==> config.mk <==
export PLATFORM = sky130hd
export DESIGN_NAME = tlic_top
export DESIGN_NICKNAME = d
export VERILOG_FILES = /design/src/design/tlic_top.v /design/src/design/tlic_sec_reg.v /design/src/design/tlic_arbiter.v
export VERILOG_INCLUDE_DIRS = /design/src /design/src/design
export SDC_FILE = /design/constraint.sdc
export NUM_CORES = 1
export LEC_CHECK = 0
export BUFFER_PORTS_ARGS = -buffer_cell sky130_fd_sc_hd__buf_2
export CAP_MARGIN = 20
export CORE_ASPECT_RATIO = 0.75
export CORE_MARGIN = 8
export CORE_UTILIZATION = 45
export DETAILED_ROUTE_END_ITERATION = 8
export GPL_ROUTABILITY_DRIVEN = 0
export GPL_TIMING_DRIVEN = 0
export PLACE_DENSITY = 0.75
export REMOVE_ABC_BUFFERS = 1
export SLEW_MARGIN = 15
export SYNTH_ARGS = -nofsm -noshare
export SYNTH_HDL_FRONTEND = slang
export SYNTH_SLANG_ARGS = --single-unit
==> constraint.sdc <==
create_clock -name clk_i -period 2.05 [get_ports clk_i]
set_clock_uncertainty 0.1 [all_clocks]
set_input_delay 0.205 -clock clk_i [delete_from_list [all_inputs] [get_ports clk_i]]
set_output_delay 0.205 -clock clk_i [all_outputs]
set_load 0.02 [all_outputs]
==> src/design/tlic_map.vh <==
/*
 Constants for the two-level interrupt controller: register address,
 field positions, reset value, source indices and vector addresses.
 Assumes nothing; definitions only.
*/
`ifndef TLIC_MAP_VH
`define TLIC_MAP_VH

// ----------------------------------------
// Secondary enable/priority register
// ----------------------------------------
`define TLIC_SEC_ADDR 8'hA9
`define TLIC_SEC_RESET 8'hA0
`define TLIC_SEC_ESI 0
`define TLIC_SEC_EPSM 1
`define TLIC_SEC_ETI 2
`define TLIC_SEC_ZERO 3
`define TLIC_SEC_PSI 4
`define TLIC_SEC_SUPPLY_MONITOR_IRQ_PRIORITY 5
`define TLIC_SEC_PTI 6
`define TLIC_SEC_RSVD 7
`define TLIC_SEC_WMASK 8'h77

// ----------------------------------------
// Source indices, in polling order, 0 is highest rank
// ----------------------------------------
`define TLIC_NSRC 11
`define TLIC_SRC_PSM 0
`define TLIC_SRC_WDG 1
`define TLIC_SRC_EX0 2
`define TLIC_SRC_ADC 3
`define TLIC_SRC_TM0 4
`define TLIC_SRC_EX1 5
`define TLIC_SRC_TM1 6
`define TLIC_SRC_SPI 7
`define TLIC_SRC_SER 8
`define TLIC_SRC_TM2 9
`define TLIC_SRC_TIC 10

// ----------------------------------------
// Vector addresses
// ----------------------------------------
`define TLIC_VEC_EX0 16'h0003
`define TLIC_VEC_TM0 16'h000B
`define TLIC_VEC_EX1 16'h0013
`define TLIC_VEC_TM1 16'h001B
`define TLIC_VEC_SER 16'h0023
`define TLIC_VEC_TM2 16'h002B
`define TLIC_VEC_ADC 16'h0033
`define TLIC_VEC_SPI 16'h003B
`define TLIC_VEC_PSM 16'h0043
`define TLIC_VEC_TIC 16'h0053
`define TLIC_VEC_WDG 16'h005B

`endif

==> src/design/tlic_top.v <==
/*
 Two-level interrupt controller for an 8-bit core.
 Assumes: core accepts a request by pulsing ack, signals return by reti.
 Primary enables and priorities for the other sources arrive as ports.
*/
// Overview of operation
// - Secondary bits 2,1,0 enable interval, supply monitor, serial periph.
// - Secondary bits 6,5,4 pick high level for the same sources.
// - Secondary register at A9H, resets to A0H, whole-byte access only.
// - Each source has its own enable; masked requests never reach the core.
// - Each source is placed at high or low level by software.
// - An enabled high request preempts a running low routine at once.
// - Simultaneous requests of both levels: the high one is vectored first.
// - No preemption by a request of the level already in service.
// - Same-level ties go by a fixed polling order, supply monitor first.
// - On acceptance the core pushes the PC and loads the vector.
// - Each source has its own fixed vector address.
// - Interval request is raised when the count matches the loaded value.
`timescale 1ns/1ns
`default_nettype none
`include "tlic_map.vh"

module tlic_top #(
  parameter NSRC = `TLIC_NSRC
) (
  input wire clk_i,
  input wire rstn_i,
  input wire sfr_wr_i,
  input wire sfr_rd_i,
  input wire [7:0] sfr_addr_i,
  input wire [7:0] sfr_wdata_i,
  input wire global_irq_enable_i,
  input wire [7:0] primary_enable_i,
  input wire [7:0] primary_priority_i,
  input wire supply_monitor_request_i,
  input wire watchdog_request_i,
  input wire external0_request_i,
  input wire converter_request_i,
  input wire timer0_overflow_request_i,
  input wire external1_request_i,
  input wire timer1_overflow_request_i,
  input wire serial_periph_request_i,
  input wire serial_port_request_i,
  input wire timer2_request_i,
  input wire interval_tick_i,
  input wire [7:0] interval_value_i,
  input wire interval_flag_clear_i,
  input wire irq_ack_i,
  input wire reti_i,
  output reg [7:0] sfr_rdata_o,
  output reg [7:0] sec_reg_o,
  output reg irq_req_o,
  output reg [15:0] irq_vector_o,
  output reg [3:0] irq_source_o,
  output reg irq_level_o,
  output reg push_pc_o,
  output reg load_pc_o,
  output reg interval_flag_o,
  output reg [1:0] in_service_o
);

  // ----------------------------------------
  // Reset release
  // ----------------------------------------
  reg rst_sync1;
  reg rst_n;
  always @(posedge clk_i or negedge rstn_i) begin
    if (!rstn_i) begin
      rst_sync1 <= 1'b0;
      rst_n <= 1'b0;
    end else begin
      rst_sync1 <= 1'b1;
      rst_n <= rst_sync1;
    end
  end

  // ----------------------------------------
  // Secondary register
  // ----------------------------------------
  wire [7:0] sec_value;
  tlic_sec_reg u_sec (
    .clk_i(clk_i),
    .rst_n_i(rst_n),
    .sfr_wr_i(sfr_wr_i),
    .sfr_addr_i(sfr_addr_i),
    .sfr_wdata_i(sfr_wdata_i),
    .value_o(sec_value)
  );

  // ----------------------------------------
  // Address decode
  // ----------------------------------------
  function sec_hit;
    input [7:0] addr;
    begin
      sec_hit = (addr == `TLIC_SEC_ADDR);
    end
  endfunction

  // ----------------------------------------
  // Register mirror
  // ----------------------------------------
  // Lags the register by a cycle so the port stays a plain flip-flop
  always @(posedge clk_i or negedge rst_n) begin
    if (!rst_n) begin
      sec_reg_o <= `TLIC_SEC_RESET;
    end else begin
      sec_reg_o <= sec_value;
    end
  end

  // ----------------------------------------
  // Read port
  // ----------------------------------------
  // Unmapped reads return zero rather than holding stale data
  always @(posedge clk_i or negedge rst_n) begin
    if (!rst_n) begin
      sfr_rdata_o <= 8'h00;
    end else if (sfr_rd_i && sec_hit(sfr_addr_i)) begin
      sfr_rdata_o <= sec_value;
    end else begin
      sfr_rdata_o <= 8'h00;
    end
  end

  // ----------------------------------------
  // Interval counter match
  // ----------------------------------------
  reg [7:0] interval_count;
  always @(posedge clk_i or negedge rst_n) begin
    if (!rst_n) begin
      interval_count <= 8'h00;
      interval_flag_o <= 1'b0;
    end else begin
      if (interval_tick_i) begin
        if (interval_count == interval_value_i) begin
          interval_count <= 8'h00;
        end else begin
          interval_count <= interval_count + 8'h01;
        end
      end
      // Set wins over a clear in the same cycle
      if (interval_tick_i && interval_count == interval_value_i) begin
        interval_flag_o <= 1'b1;
      end else if (interval_flag_clear_i) begin
        interval_flag_o <= 1'b0;
      end
    end
  end

  // ----------------------------------------
  // Request gating
  // ----------------------------------------
  // Primary port bit order follows source indices 1..6 and 8..9 (watchdog..timer 2)
  wire [NSRC-1:0] raw;
  wire [NSRC-1:0] en;
  wire [NSRC-1:0] hi;
  assign raw = {interval_flag_o, timer2_request_i, serial_port_request_i,
                serial_periph_request_i, timer1_overflow_request_i,
                external1_request_i, timer0_overflow_request_i,
                converter_request_i, external0_request_i,
                watchdog_request_i, supply_monitor_request_i};
  assign en = {sec_value[`TLIC_SEC_ETI], primary_enable_i[7],
               primary_enable_i[6], sec_value[`TLIC_SEC_ESI],
               primary_enable_i[5:0], sec_value[`TLIC_SEC_EPSM]};
  assign hi = {sec_value[`TLIC_SEC_PTI], primary_priority_i[7],
               primary_priority_i[6], sec_value[`TLIC_SEC_PSI],
               primary_priority_i[5:0], sec_value[`TLIC_SEC_SUPPLY_MONITOR_IRQ_PRIORITY]};

  // ----------------------------------------
  // Per-source gating
  // ----------------------------------------
  // Level stack: bit 1 high in service, bit 0 low in service
  // A low routine blocks only low requests, so high ones still get through
  wire [NSRC-1:0] live;
  wire [NSRC-1:0] hi_req;
  wire [NSRC-1:0] lo_req;
  wire hi_block;
  wire lo_block;
  assign hi_block = in_service_o[1];
  assign lo_block = in_service_o[1] | in_service_o[0];

  genvar g;
  generate
    for (g = 0; g < NSRC; g = g + 1) begin : g_src
      assign live[g] = global_irq_enable_i & raw[g] & en[g];
      assign hi_req[g] = live[g] & hi[g] & ~hi_block;
      assign lo_req[g] = live[g] & ~hi[g] & ~lo_block;
    end
  endgenerate

  wire hi_any;
  wire lo_any;
  wire [3:0] hi_idx;
  wire [3:0] lo_idx;
  tlic_arbiter #(.N(NSRC), .W(4)) u_arb_hi (
    .req_i(hi_req),
    .any_o(hi_any),
    .idx_o(hi_idx)
  );
  tlic_arbiter #(.N(NSRC), .W(4)) u_arb_lo (
    .req_i(lo_req),
    .any_o(lo_any),
    .idx_o(lo_idx)
  );

  // ----------------------------------------
  // Vector table
  // ----------------------------------------
  function [15:0] vec_of;
    input [3:0] idx;
    begin
      case (idx)
        `TLIC_SRC_PSM: vec_of = `TLIC_VEC_PSM;
        `TLIC_SRC_WDG: vec_of = `TLIC_VEC_WDG;
        `TLIC_SRC_EX0: vec_of = `TLIC_VEC_EX0;
        `TLIC_SRC_ADC: vec_of = `TLIC_VEC_ADC;
        `TLIC_SRC_TM0: vec_of = `TLIC_VEC_TM0;
        `TLIC_SRC_EX1: vec_of = `TLIC_VEC_EX1;
        `TLIC_SRC_TM1: vec_of = `TLIC_VEC_TM1;
        `TLIC_SRC_SPI: vec_of = `TLIC_VEC_SPI;
        `TLIC_SRC_SER: vec_of = `TLIC_VEC_SER;
        `TLIC_SRC_TM2: vec_of = `TLIC_VEC_TM2;
        default: vec_of = `TLIC_VEC_TIC;
      endcase
    end
  endfunction

  // ----------------------------------------
  // Next presentation
  // ----------------------------------------
  // Any high winner beats every low one, whatever their polling ranks
  wire [3:0] next_source;
  wire next_level;
  wire next_req;
  assign next_req = hi_any | lo_any;
  assign next_level = hi_any;
  assign next_source = hi_any ? hi_idx : lo_idx;

  // ----------------------------------------
  // Acceptance sequencer
  // ----------------------------------------
  // Request is re-evaluated every idle cycle; ack takes the presented source
  localparam ST_IDLE = 2'd0;
  localparam ST_PUSH = 2'd1;
  localparam ST_LOAD = 2'd2;
  reg [1:0] state;

  always @(posedge clk_i or negedge rst_n) begin
    if (!rst_n) begin
      state <= ST_IDLE;
      irq_req_o <= 1'b0;
      irq_vector_o <= 16'h0000;
      irq_source_o <= 4'h0;
      irq_level_o <= 1'b0;
      push_pc_o <= 1'b0;
      load_pc_o <= 1'b0;
      in_service_o <= 2'b00;
    end else begin
      push_pc_o <= 1'b0;
      load_pc_o <= 1'b0;
      case (state)
        ST_IDLE: begin
          irq_req_o <= next_req;
          irq_source_o <= next_source;
          irq_level_o <= next_level;
          irq_vector_o <= vec_of(next_source);
          if (irq_ack_i && irq_req_o) begin
            irq_req_o <= 1'b0;
            push_pc_o <= 1'b1;
            state <= ST_PUSH;
            if (irq_level_o) begin
              in_service_o[1] <= 1'b1;
            end else begin
              in_service_o[0] <= 1'b1;
            end
          end else if (reti_i) begin
            if (in_service_o[1]) begin
              in_service_o[1] <= 1'b0;
            end else begin
              in_service_o[0] <= 1'b0;
            end
          end
        end
        ST_PUSH: begin
          // Load strictly follows the push so the return address is safe
          load_pc_o <= 1'b1;
          state <= ST_LOAD;
        end
        ST_LOAD: begin
          // A reti here is lost; the core cannot return mid-entry
          state <= ST_IDLE;
        end
        default: begin
          state <= ST_IDLE;
        end
      endcase
    end
  end

endmodule // tlic_top
`default_nettype wire

==> src/design/tlic_sec_reg.v <==
/*
 Secondary enable/priority register, a byte at special-function address
 A9H. Assumes whole-byte writes and reads from the core's SFR port.
*/
`timescale 1ns/1ns
`default_nettype none
`include "tlic_map.vh"

module tlic_sec_reg (
  input wire clk_i,
  input wire rst_n_i,
  input wire sfr_wr_i,
  input wire [7:0] sfr_addr_i,
  input wire [7:0] sfr_wdata_i,
  output reg [7:0] value_o
);

  // ----------------------------------------
  // Storage
  // ----------------------------------------
  // Bit 7 and bit 3 hold their reset value; writes cannot set bit 3
  always @(posedge clk_i or negedge rst_n_i) begin
    if (!rst_n_i) begin
      value_o <= `TLIC_SEC_RESET;
    end else if (sfr_wr_i && sfr_addr_i == `TLIC_SEC_ADDR) begin
      value_o <= (sfr_wdata_i & `TLIC_SEC_WMASK) |
                 (value_o & ~`TLIC_SEC_WMASK);
    end
  end

endmodule // tlic_sec_reg
`default_nettype wire

==> src/design/tlic_arbiter.v <==
/*
 Fixed-order arbiter: picks the lowest-index requester in a vector.
 Assumes index 0 is the highest polling rank.
*/
`timescale 1ns/1ns
`default_nettype none

module tlic_arbiter #(
  parameter N = 11,
  parameter W = 4
) (
  input wire [N-1:0] req_i,
  output reg any_o,
  output reg [W-1:0] idx_o
);

  integer k;

  // ----------------------------------------
  // Priority pick
  // ----------------------------------------
  // Loop runs downward so the lowest index is the last to win
  always @* begin
    any_o = 1'b0;
    idx_o = {W{1'b0}};
    for (k = N - 1; k >= 0; k = k - 1) begin
      if (req_i[k]) begin
        any_o = 1'b1;
        idx_o = k[W-1:0];
      end
    end
  end

endmodule // tlic_arbiter
`default_nettype wire

=== Word level (Yosys, flattened, before mapping) ===
Memory sizes are Yosys's and may differ from the RTL's. A register that Yosys moved wholly into a read port is not among the register bits.
Index checks and enable logic that the tools add are counted.

* Add/subtract/negate cells: 1
* Equality and inequality tests: 7
* Mux-type cells: 60
* Bitwise operators: 82
* Reductions and logical operators: 10

{| class="wikitable"
|+ Operators by type and width
! kind !! count
|-
| 4-bit 2-to-1 mux || 23
|-
| 1-bit AND || 66
|-
| 1-bit 2-to-1 mux || 31
|-
| 8-bit 2-to-1 mux || 2
|-
| 1-bit NOT || 13
|-
| 8-bit by 1-bit adder with 8-bit output (second input constant) || 1
|-
| 8-bit equality test || 1
|-
| 8-bit equality test (second input constant) || 1
|-
| 7-bit by 8-bit bitwise OR with 8-bit output || 1
|-
| 2-bit 2-to-1 mux || 3
|-
| 2-bit != test (second input constant) || 3
|-
| 1-bit logical AND || 4
|-
| 2-bit one-hot mux with 2 select lines || 1
|-
| 4-bit AND reduction || 1
|-
| 2-bit nonzero test || 2
|-
| 3-bit AND reduction || 1
|-
| 2-bit by 1-bit equality test with 1-bit output (second input constant) || 1
|-
| 2-bit logical NOT || 1
|-
| 2-bit by 1-bit != test with 1-bit output (second input constant) || 1
|-
| 1-bit bitwise OR || 2
|-
| 1-bit logical NOT || 1
|}

* Register bits: 63
* Bits in read-only memories: 64
* Output and inout bits: 43
* Word-level logic and storage cells: 177
* Memories: 1

{| class="wikitable"
|+ Memories
! name !! words !! bits a word !! rd ports !! clocked after memory_dff !! write ports !! RTL line !! RTL
|-
| (no name shown) || 16 || 4 || 1 || 1 || 0 || tlic_top.v:213 || <nowiki>case (idx)</nowiki>
|}

=== Longest topological paths before layout ===
Gate-level depths: netlist of the first run.

* Depth after elaboration: 17
* Mapped depth: 8
* Depth with buffers taken out: 7

=== Modules after synthesis ===
A second synthesis of the first run with hierarchy kept.

* Cells, all modules: 263
* Area total of the unflattened synthesis: 2628.8 um^2

{| class="wikitable"
|+ Modules (own cells, without submodules)
! module !! instances !! cells each !! area an instance (um^2) !! sequential area each (um^2)
|-
| tlic_top || 1 || 205 || 2119.5 || 1103.6
|-
| tlic_sec_reg || 1 || 20 || 284.0 || 151.4
|-
| tlic_arbiter || 2 || 19 || 112.6 || 0.0
|}

=== Least setup slack after synthesis of the first run ===
No wires, ideal clock.

* Kind: register to register
* Start point: reg in_service_o[1]
* End point: reg irq_vector_o[6]
* Library setup time: 0.080 ns
* Data arrival time: 2.193 ns
* Required time: 1.870 ns
* Path slack: -0.323 ns
* Cell stages (with the launch flop): 8
* Buffers on the path: 1
* Clock period less this slack: 2.373 ns
* Cell sequence: dfrtp_1 buf_2 nor3b_1 or4_4 nand3b_4 o32a_4 a2111o_1 o211ai_2

* Longest elaborated chain between the ends: 15

{| class="wikitable"
|+ RTL lines
! element !! RTL line !! RTL
|-
| from (decl) || tlic_top.v:59 || <nowiki>output reg [1:0] in_service_o</nowiki>
|-
| from (signal assigned) || tlic_top.v:258 || <nowiki>in_service_o <= 2'b00;</nowiki>
|-
| from (signal assigned) || tlic_top.v:273 || <nowiki>in_service_o[1] <= 1'b1;</nowiki>
|-
| from (signal assigned) || tlic_top.v:279 || <nowiki>in_service_o[1] <= 1'b0;</nowiki>
|-
| 1-bit bitwise OR || tlic_top.v:181 || <nowiki>assign lo_block = in_service_o[1] | in_service_o[0];</nowiki>
|-
| 1-bit NOT || tlic_top.v:188 || <nowiki>assign lo_req[g] = live[g] & ~hi[g] & ~lo_block;</nowiki>
|-
| 1-bit AND || tlic_top.v:188 ||
|-
| 4-bit 2-to-1 mux (11 in a row) || tlic_arbiter.v:27 || <nowiki>if (req_i[k]) begin</nowiki>
|-
| 4-bit 2-to-1 mux * || tlic_top.v:238 || <nowiki>assign next_source = hi_any ? hi_idx : lo_idx;</nowiki>
|-
| to (decl) || tlic_top.v:53 || <nowiki>output reg [15:0] irq_vector_o,</nowiki>
|}

Every way passes the cells marked *; elsewhere a longest branch is shown, timed or not.
A chain may end at the register's enable or synchronous reset.

=== Worst setup path after layout of the first run ===
Ends and elaborated chain as after synthesis.

==> results.py, run 1 <==
metrics = {
    "run_status": {
        "run_status": "finished, violations left",
        "violations": "setup timing",
    },
    "worst_setup_path": {
        "worstPathArrival_ps": 2550,
        "reg2regPathDepth": 8,
        "critPathKind": "flop to flop",
        "crit_fanout": 6,
        "critPathLaunch": "in_service_o[1]$_DFFE_PN0P_",
        "crit_path_end_kind": "flop",
        "cp-start-kind": "flop",
        "crit_path_end": "irq_vector_o[6]$_DFFE_PN0P_",
        "crit_required_ps": 2170,
        "r2r-start": "in_service_o[1]$_DFFE_PN0P_",
        "rrSetupSlack_ps": -380,
        "r2r_end": "irq_vector_o[6]$_DFFE_PN0P_",
    },
    "grt": {
        "grtUsageTotal_pct": 16.46,
        "overflow": 0,
        "grt_first_pass_wirelength_um": 11400,
        "grt_max_degree": 25,
        "antenna_found_initial": 0,
        "grt_pass1_vias": 2406,
    },
    "sta": {
        "post-route-period-util_pct": 118.5,
        "hold_viol_final": 0,
        "setup_viol": 8,
        "slew-limit-headroom_pct": 59.24,
        "rsz0062_at_grt": "true",
        "period_minus_slack_ps": 2429,
        "tightest_slew_ps": 609.1,
        "setup_ws_ps": -378.7,
        "max_freq_ghz": 0.4117,
        "slew_viol_final": 0,
        "fin_hold_ws_ps": 46.07,
    },
    "drt": {
        "drt_wl_total_um": 6882,
        "drcViolationCount": 0,
        "vias": 2298,
        "drtIter0Drc": 70,
        "ant_nets": 0,
        "wl_per_cell_um": 15.61,
        "drt-vias-per-instance": 5.211,
        "firstDrtPassIters": 4,
    },
    "yosys": {
        "yosys.area.top_type": "dfrtp_1",
        "synth_cells": 262,
        "yosys_warnings": 0,
        "synth_ff_type": "dfrtp_1",
        "ys_top_cells_by_count": "dfrtp_1 (46), nand2_1 (28), nor2_1 (16)",
        "synth_most_common_cell": "dfrtp_1",
        "synth_top_area_share_pct": 44.21,
        "ys_types": 63,
        "async_flop_share_pct": 100.0,
        "synth_seq_cells": 48,
        "synthTopCellsByArea": "dfrtp_1 (44%), buf_4 (4.0%), nand2_1 (4.0%)",
        "ys_seq_area_share_pct": 46.23,
        "synth_edf_count": 0,
        "synth.cell_area_mm2": 0.002604,
        "syn_area_per_cell_um2": 9.938,
    },
    "placement": {
        "dpl.hpwl_um": 5075,
        "pre_cts_ws_ps": -727.1,
        "io_buffers": 87,
    },
    "floorplan": {
        "start_util_pct": 45.64,
        "core.rowCount": 24,
        "die_x_um": 103.8,
        "io_pins": 102,
        "dieArea_mm2": 0.008501,
        "core_area_mm2": 0.005705,
        "dieHeight_um": 81.88,
    },
    "power_and_ir_drop": {
        "pwr-share-seq_pct": 42.2,
        "internal-power_w": 0.001920,
        "p_sw_w": 0.001218,
        "p_per_area_mw_per_mm2": 914.6,
        "p_leak_nw": 1.684,
        "pwr-share-comb_pct": 40.6,
        "pwr-share-clk_pct": 17.2,
        "ir_drop_v": 0.0004357,
        "switching_share_pct": 38.82,
    },
    "job": {
        "cap_violations": 0,
    },
    "worst_hold_path": {
        "worstHoldPathCells": 2,
        "hold_path.class": "input pin to flop",
    },
    "cells_and_area": {
        "multi_input_area_mm2": 0.001446,
        "antennaDiodeCount": 0,
        "fin_util_pct": 60.13,
        "finalNetCount": 422,
        "drive_gt1_share_pct": 42.42,
        "area_growth_syn_to_layout_pct": 31.76,
        "nFillCells": 524,
        "regArea_mm2": 0.001207,
    },
    "clocking": {
        "clk_path_buf_depth": 2,
        "clkSlewWorstSetupHoldPaths_ps": 90,
        "insertion_delay_ps": 290,
        "cts_tree": "yes",
        "root_buffer": "clkbuf_8",
        "htreeDepth": 2,
        "cts_buffers": 5,
        "cts.sinks": 48,
    },
}
registers in the layout, indices dropped and copies added (netlist names):
name / flops
in_service_o: 2
interval_count: 8
interval_flag_o: 1
irq_level_o: 1
irq_req_o: 1
irq_source_o: 4
irq_vector_o: 5
load_pc_o: 1
push_pc_o: 1
rst_n: 1
rst_sync1: 1
sec_reg_o: 6
sfr_rdata_o: 8
state: 2
u_sec.value_o: 6
metrics by stage:
stage / power, W / instance area, um^2 / cells / setup TNS (ps)
floorplan: 0.002038 / 2505 / 252 / -1934
global placement: 0.002358 / 3038 / 417 / -4689
detailed placement: 0.002397 / 3067 / 418 / -4797
CTS: 0.003126 / 3395 / 440 / -1400
global route: 0.003362 / 3431 / 441 / -2514
finish: 0.003138 / 3431 / 441 / -1799
critical path, stage by stage (launching register included):
cell and delay [ps]:
dfrtp_2 430, buf_12 140, or2_4 290, nor3_2 290, nor2_1 100, o211a_1 150
o32a_4 400, a2111o_1 380, o211ai_2 70
worst min path at each step:
stage,startpoint,endpoint,slack (ps)
global route,sfr_wdata_i[2],u_sec.value_o[2]$_DFFE_PN0P_,40
floorplan,rstn_i,rst_n$_DFF_PN0_,-190
CTS,sfr_wdata_i[2],u_sec.value_o[2]$_DFFE_PN0P_,40
finish,sfr_wdata_i[2],u_sec.value_o[2]$_DFFE_PN0P_,50
global placement,rstn_i,rst_sync1$_DFF_PN0_,-110
detailed placement,rstn_i,rst_sync1$_DFF_PN0_,-100
layout make-up:
type | count | area share (%)
clock buffers | 7 | 2.225
clock inverters | 1 | 0.2553
inverters | 3 | 0.3282
multi-input cells | 202 | 42.16
flip-flops and latches | 48 | 35.19
well taps | 78 | 2.845
repair buffers | 102 | 16.99
layer usage:
metal	global-route usage [%]	up-vias	share of wire (%)
li1	-	1112	-
met1	20.99	1087	46
met2	25.99	91	45
met3	6.505	8	8.4
met4	3.741	0	0.80
met5	0	-	0
timing repair:
item / in CTS / in global routing
cloned: 1 / 0
buffers inserted: 12 / 1
gates resized for setup: 31 / 6
pin swaps: 9 / 2
endpoints found under the setup margin: 9 / 9
hold endpoints to repair: 2 / 0
hold buffers: 1 / 0
power groups by stage:
stage / combinational, W / clock (W) / sequential, W
after floorplan: 0.000574 / 0 / 0.00146
after global placement: 0.00101 / 0 / 0.00135
after detailed placement: 0.00104 / 0 / 0.00136
after CTS: 0.00125 / 0.000554 / 0.00132
after global routing: 0.00141 / 0.000600 / 0.00136
final: 0.00127 / 0.000540 / 0.00133
logic make-up (layout without fill, tap and decap cells):
family | count (synthesis) | in the layout | synth area share, %
AOI/OAI and AO/OA | 45 | 45 | 12.49
xor gates and xnor gates | 11 | 11 | 3.700
adders and majority gates | 1 | 1 | 0.4805
buffers and inverters | 25 | 113 | 5.958
DFF | 48 | 48 | 46.23
muxes | 7 | 7 | 2.979
other | 2 | 14 | 0.2884
and+or+nand+nor | 123 | 124 | 27.87
cell usage in the layout (no fill, tap or decap), types with 4 or more instances in the layout:
cell and count:
nand4_1 4, and2_1 7, o21ai_0 10, xnor2_1 9
nor2_1 16, o21ai_1 4, mux2_2 6, nand2b_1 5
clkbuf_8 5, buf_4 12, buf_2 87, nor3_4 6
conb_1 14, dfrtp_1 43, nand2_1 28, nand3_1 13
nor3b_1 5
Power figures use the tool's default switching activity.
==> run 2: changes to the inputs <==
BUFFER_PORTS_ARGS = unset   (was -buffer_cell sky130_fd_sc_hd__buf_2)
CTS_CLUSTER_SIZE = 30   (was unset)
DONT_BUFFER_PORTS = 1   (was unset)
PLACE_DENSITY = unset   (was 0.75)
==> run 2 against run 1 <==
Effect of this change:
- the flow still finishes with violations (setup timing)
- design area down 11%
- combinational power is 29% lower
- hold slack got worse by 22 ps
- critical path type unchanged
==> results.py, run 2 (synthesis results as in run 1) <==
metrics = {
    "run_status": {
        "run_status": "finished, violations left",
        "violations": "setup timing",
    },
    "sta": {
        "rsz0062_at_grt": "true",
        "setup_ws_ps": -388.8,
        "period_minus_slack_ps": 2439,
        "slew-limit-headroom_pct": 58.57,
        "post-route-period-util_pct": 119.0,
        "hold_viol_final": 0,
        "setup_viol": 8,
        "max_freq_ghz": 0.4100,
        "slew_viol_final": 0,
        "tightest_slew_ps": 619.2,
    },
    "worst_setup_path": {
        "critPathKind": "flop to flop",
        "crit_fanout": 8,
        "rrSetupSlack_ps": -390,
        "crit_path_end_kind": "flop",
        "r2r_end": "irq_vector_o[3]$_DFFE_PN0P_",
        "crit_required_ps": 2190,
        "worstPathArrival_ps": 2580,
        "r2r-start": "in_service_o[1]$_DFFE_PN0P_",
        "reg2regPathDepth": 8,
        "cp-start-kind": "flop",
    },
    "grt": {
        "grtUsageTotal_pct": 14.66,
        "antenna_found_initial": 0,
        "grt_first_pass_wirelength_um": 10090,
        "overflow": 0,
        "grt_max_degree": 34,
        "grt_pass1_vias": 1929,
    },
    "clocking": {
        "htreeDepth": 2,
        "cts_tree": "yes",
        "root_buffer": "clkbuf_8",
        "insertion_delay_ps": 300,
        "clk_path_buf_depth": 2,
        "cts_buffers": 5,
        "clkSlewWorstSetupHoldPaths_ps": 100,
        "cts.sinks": 48,
    },
    "power_and_ir_drop": {
        "p_leak_nw": 1.319,
        "p_per_area_mw_per_mm2": 1017,
        "ir_drop_v": 0.0004266,
        "total_power_w": 0.003105,
    },
    "cells_and_area": {
        "antennaDiodeCount": 0,
        "final_common_cell": "dfrtp_1",
        "reg.largest.list": "interval_count (8), sfr_rdata_o (8)",
        "fin_util_pct": 53.53,
        "multi_input_area_mm2": 0.001446,
        "area_growth_syn_to_layout_pct": 17.30,
        "drive_gt1_share_pct": 24.46,
        "regArea_mm2": 0.001210,
        "final_cell_mix": "dfrtp_1 (43), nand2_1 (28), nor2_1 (16)",
        "finalNetCount": 337,
        "nFillCells": 518,
    },
    "placement": {
        "io_buffers": 0,
        "dpl.hpwl_um": 4599,
    },
    "drt": {
        "met1Wirelength_um": 3058,
        "drt-vias-per-instance": 5.410,
        "dr.max_layer_used": "met4",
        "wl_per_cell_um": 17.75,
        "firstDrtPassIters": 4,
        "drcViolationCount": 0,
        "vias": 1926,
        "route.met3.wl_um": 651,
        "drtIter0Drc": 54,
        "drt_wl_total_um": 6320,
        "ant_nets": 0,
        "wl_met2_um": 2573,
    },
    "floorplan": {
        "core.rowCount": 24,
        "start_util_pct": 45.64,
        "die_x_um": 103.8,
        "dieArea_mm2": 0.008501,
        "core_area_mm2": 0.005705,
        "io_pins": 102,
        "dieHeight_um": 81.88,
    },
    "worst_hold_path": {
        "hold_path.class": "input pin to asynchronous set/reset pin",
    },
    "job": {
        "cap_violations": 0,
    },
}
[run 2: changes by cell type in the layout (fill, tap and decap cells not counted), moves of 4 or more]
cell and delta:
buf_2 -87, buf_4 -8, dlygate4sd3_1 +8, nor3b_2 +4
[run 2: routing by layer]
metal  GRT usage (%)  vias to the layer above
met3           6.897                        4
met5               0                        -
li1                -                      936
met2           20.43                       80
met1           20.28                      906
met4           2.590                        0
[run 2: final cells by class]
class / instances / area share [%]
repair buffers: 17 / 5.694
flip-flops and latches: 48 / 39.61
clock buffers: 5 / 2.253
inverters: 3 / 0.3687
multi-input cells: 202 / 47.36
well taps: 78 / 3.195
clock inverters: 3 / 1.516
[run 2: how the worst max path moves through the flow]
stage,start,end,slack (ps)
3_3_place_gp,in_service_o[1]$_DFFE_PN0P_,irq_vector_o[3]$_DFFE_PN0P_,-860
5_1_grt,in_service_o[1]$_DFFE_PN0P_,irq_vector_o[3]$_DFFE_PN0P_,-500
2_1_floorplan,in_service_o[1]$_DFFE_PN0P_,irq_vector_o[3]$_DFFE_PN0P_,-460
3_5_place_dp,in_service_o[1]$_DFFE_PN0P_,irq_vector_o[3]$_DFFE_PN0P_,-890
6_report,in_service_o[1]$_DFFE_PN0P_,irq_vector_o[3]$_DFFE_PN0P_,-390
4_1_cts,in_service_o[1]$_DFFE_PN0P_,irq_vector_o[4]$_DFFE_PN0P_,-400
[run 2: power by group]
group	switching (W)	leakage (nW)	internal (W)	total, W
Sequential	0.000362	0.618	0.00114	0.00150
Combinational	0.000495	0.646	0.000406	0.000901
Clock	0.000333	0.0548	0.000368	0.000700
[run 2: stage by stage]
step                std cells  setup TNS, ps  setup WS [ps]  area, um^2  hold WS (ps)
detailed placement        331          -6110         -892.6        2624        -190.5
finish                    356          -2134         -388.8        3054         24.42
CTS                       354          -2417         -404.0        2949         10.75
global route              356          -3063         -503.1        3054         15.19
global placement          330          -7963         -856.5        2603        -190.5
floorplan                 252          -1934         -458.1        2505        -190.6
[run 2: repair_timing]
item	4_1_cts	5_1_grt
cloned	0	1
pin swaps	5	8
resized for setup	20	22
setup endpoints to repair	10	10
buffers inserted	6	1
hold endpoints to repair	14	0
hold buffers	9	0
[run 2: worst max-delay path: stages, from the launching register on]
cell and delay, ps:
dfrtp_4 530, buf_6 160, nor3b_2 50, or4_4 510, nand3b_4 180, o32a_4 380, buf_6 130, o31a_1 260
nand3_1 70
==> run 3: changes to the inputs <==
HOLD_SLACK_MARGIN = 0.08   (was unset)
SKIP_LAST_GASP = 1   (was unset)
==> run 3 against run 2 <==
Effect of this change:
- the run still ends with setup timing left
- power grew 0.14%
- combinational power grew 0.7%
- register-to-register slack is essentially flat
==> results.py, run 3 (synthesis results as in run 1) <==
metrics = {
    "floorplan": {
        "die_x_um": 103.8,
        "dieArea_mm2": 0.008501,
        "core_area_mm2": 0.005705,
        "dieHeight_um": 81.88,
        "io_pins": 102,
        "start_util_pct": 45.64,
        "core.rowCount": 24,
    },
    "clocking": {
        "cts_tree": "yes",
        "cts_buffers": 5,
        "clkSlewWorstSetupHoldPaths_ps": 100,
        "insertion_delay_ps": 300,
        "htreeDepth": 2,
        "cts.sinks": 48,
        "clk_path_buf_depth": 2,
        "root_buffer": "clkbuf_8",
    },
    "sta": {
        "setup-tns-final_ps": -2152,
        "setup_viol": 8,
        "tightest_slew_ps": 621.8,
        "slew_viol_final": 0,
        "period_minus_slack_ps": 2433,
        "max_freq_ghz": 0.4110,
        "post-route-period-util_pct": 118.7,
        "setup_ws_ps": -382.8,
        "rsz0062_at_grt": "true",
        "slew-limit-headroom_pct": 58.39,
        "hold_viol_final": 0,
    },
    "worst_hold_path": {
        "hp-start": "interval_tick_i",
        "worstHoldPathCells": 2,
        "min_to": "interval_count[5]$_DFFE_PN0P_",
        "hold_path.class": "input pin to flop",
    },
    "grt": {
        "grt_pass1_vias": 1975,
        "grtUsageTotal_pct": 14.90,
        "overflow": 0,
        "grt_max_degree": 34,
        "grt_first_pass_wirelength_um": 10270,
        "antenna_found_initial": 0,
    },
    "worst_setup_path": {
        "crit_required_ps": 2190,
        "critPathKind": "flop to flop",
        "crit_fanout": 8,
        "cp_slowest_cell": "dfrtp_4",
        "r2r-start": "in_service_o[1]$_DFFE_PN0P_",
        "cp_common_cell": "buf_6",
        "cp-start-kind": "flop",
        "reg2regPathDepth": 8,
        "r2r_end": "irq_vector_o[3]$_DFFE_PN0P_",
        "worstPathArrival_ps": 2580,
        "max_stage_delay_ps": 530,
        "rrSetupSlack_ps": -380,
        "crit_chain": "buf_6 > nor3b_2 > or4_4 > nand3b_4 > o32a_4 > buf_6 > o31a_1 > nand3_1",
        "crit_path_end_kind": "flop",
    },
    "drt": {
        "drtIter0Drc": 60,
        "wl_per_cell_um": 17.74,
        "drcViolationCount": 0,
        "drt-vias-per-instance": 5.384,
        "drt_wl_total_um": 6423,
        "vias": 1949,
        "firstDrtPassIters": 4,
        "ant_nets": 0,
    },
    "placement": {
        "dpl.hpwl_um": 4599,
        "io_buffers": 0,
    },
    "power_and_ir_drop": {
        "p_leak_nw": 1.341,
        "ir_drop_v": 0.0004287,
        "p_per_area_mw_per_mm2": 1001,
        "total_power_w": 0.003109,
    },
    "cells_and_area": {
        "area_growth_syn_to_layout_pct": 19.27,
        "final_common_cell": "dfrtp_1",
        "reg.largest.list": "interval_count (8), sfr_rdata_o (8)",
        "final_cell_mix": "dfrtp_1 (43), nand2_1 (28), nor2_1 (16)",
        "antennaDiodeCount": 0,
        "finalNetCount": 343,
        "fin_util_pct": 54.43,
        "drive_gt1_share_pct": 23.59,
    },
    "run_status": {
        "violations": "setup timing",
        "run_status": "finished, violations left",
    },
    "job": {
        "cap_violations": 0,
    },
}
## run 3: cell type report
class	instances	area [um^2]
repair buffers	23	230.2
fillers	518	2600
multi-input cells	202	1441
flip-flops and latches	48	1210
clock buffers	5	68.82
well taps	78	97.59
clock inverters	3	46.29
inverters	3	11.26
## run 3: worst max-delay path, delay by kind of cell (launching register included)
family	cells	cell delay, ps
and+or+nand+nor	4	800
AOI/OAI and AO/OA	2	640
buffers and inverters	2	290
DFF	1	530
## run 3: what timing repair did
item,4_1_cts,5_1_grt
endpoints found under the setup margin,10,10
buffers inserted,6,1
resized for setup,20,19
pin swaps,5,8
hold buffers,15,0
gates cloned,0,1
hold endpoints to repair,29,0
## run 3: how the worst max path moves through the flow
| stage | slack (ps) | endpoint | start |
|---|---|---|---|
| after detailed placement | -890 | irq_vector_o[3]$_DFFE_PN0P_ | in_service_o[1]$_DFFE_PN0P_ |
| after floorplan | -460 | irq_vector_o[3]$_DFFE_PN0P_ | in_service_o[1]$_DFFE_PN0P_ |
| after global routing | -500 | irq_vector_o[3]$_DFFE_PN0P_ | in_service_o[1]$_DFFE_PN0P_ |
| final | -380 | irq_vector_o[3]$_DFFE_PN0P_ | in_service_o[1]$_DFFE_PN0P_ |
| after CTS | -400 | irq_vector_o[4]$_DFFE_PN0P_ | in_service_o[1]$_DFFE_PN0P_ |
| after global placement | -860 | irq_vector_o[3]$_DFFE_PN0P_ | in_service_o[1]$_DFFE_PN0P_ |
## run 3: stage by stage
step                worst slack [ps]  instances  hold WS (ps)  area, um^2
floorplan                     -458.1        252        -190.6        2505
global placement              -856.5        330        -190.5        2603
detailed placement            -892.6        331        -190.5        2624
CTS                           -404.0        360         82.80        3009
global route                  -503.1        362         109.7        3105
finish                        -382.8        362         84.32        3105
## run 3: where the power goes
group	switching (W)	internal, W	total (W)	leakage [nW]
Clock	0.000333	0.000368	0.000701	0.0548
Combinational	0.000498	0.000409	0.000907	0.668
Sequential	0.000359	0.00114	0.00150	0.618
## run 3: metal layers
metal / track usage (%) / part of all wire (%) / vias up
met2: 21.26 / 41 / 79
li1: - / - / 949
met3: 6.897 / 9.9 / 4
met5: 0 / 0 / -
met4: 2.590 / 0.56 / 0
met1: 20.33 / 48 / 917
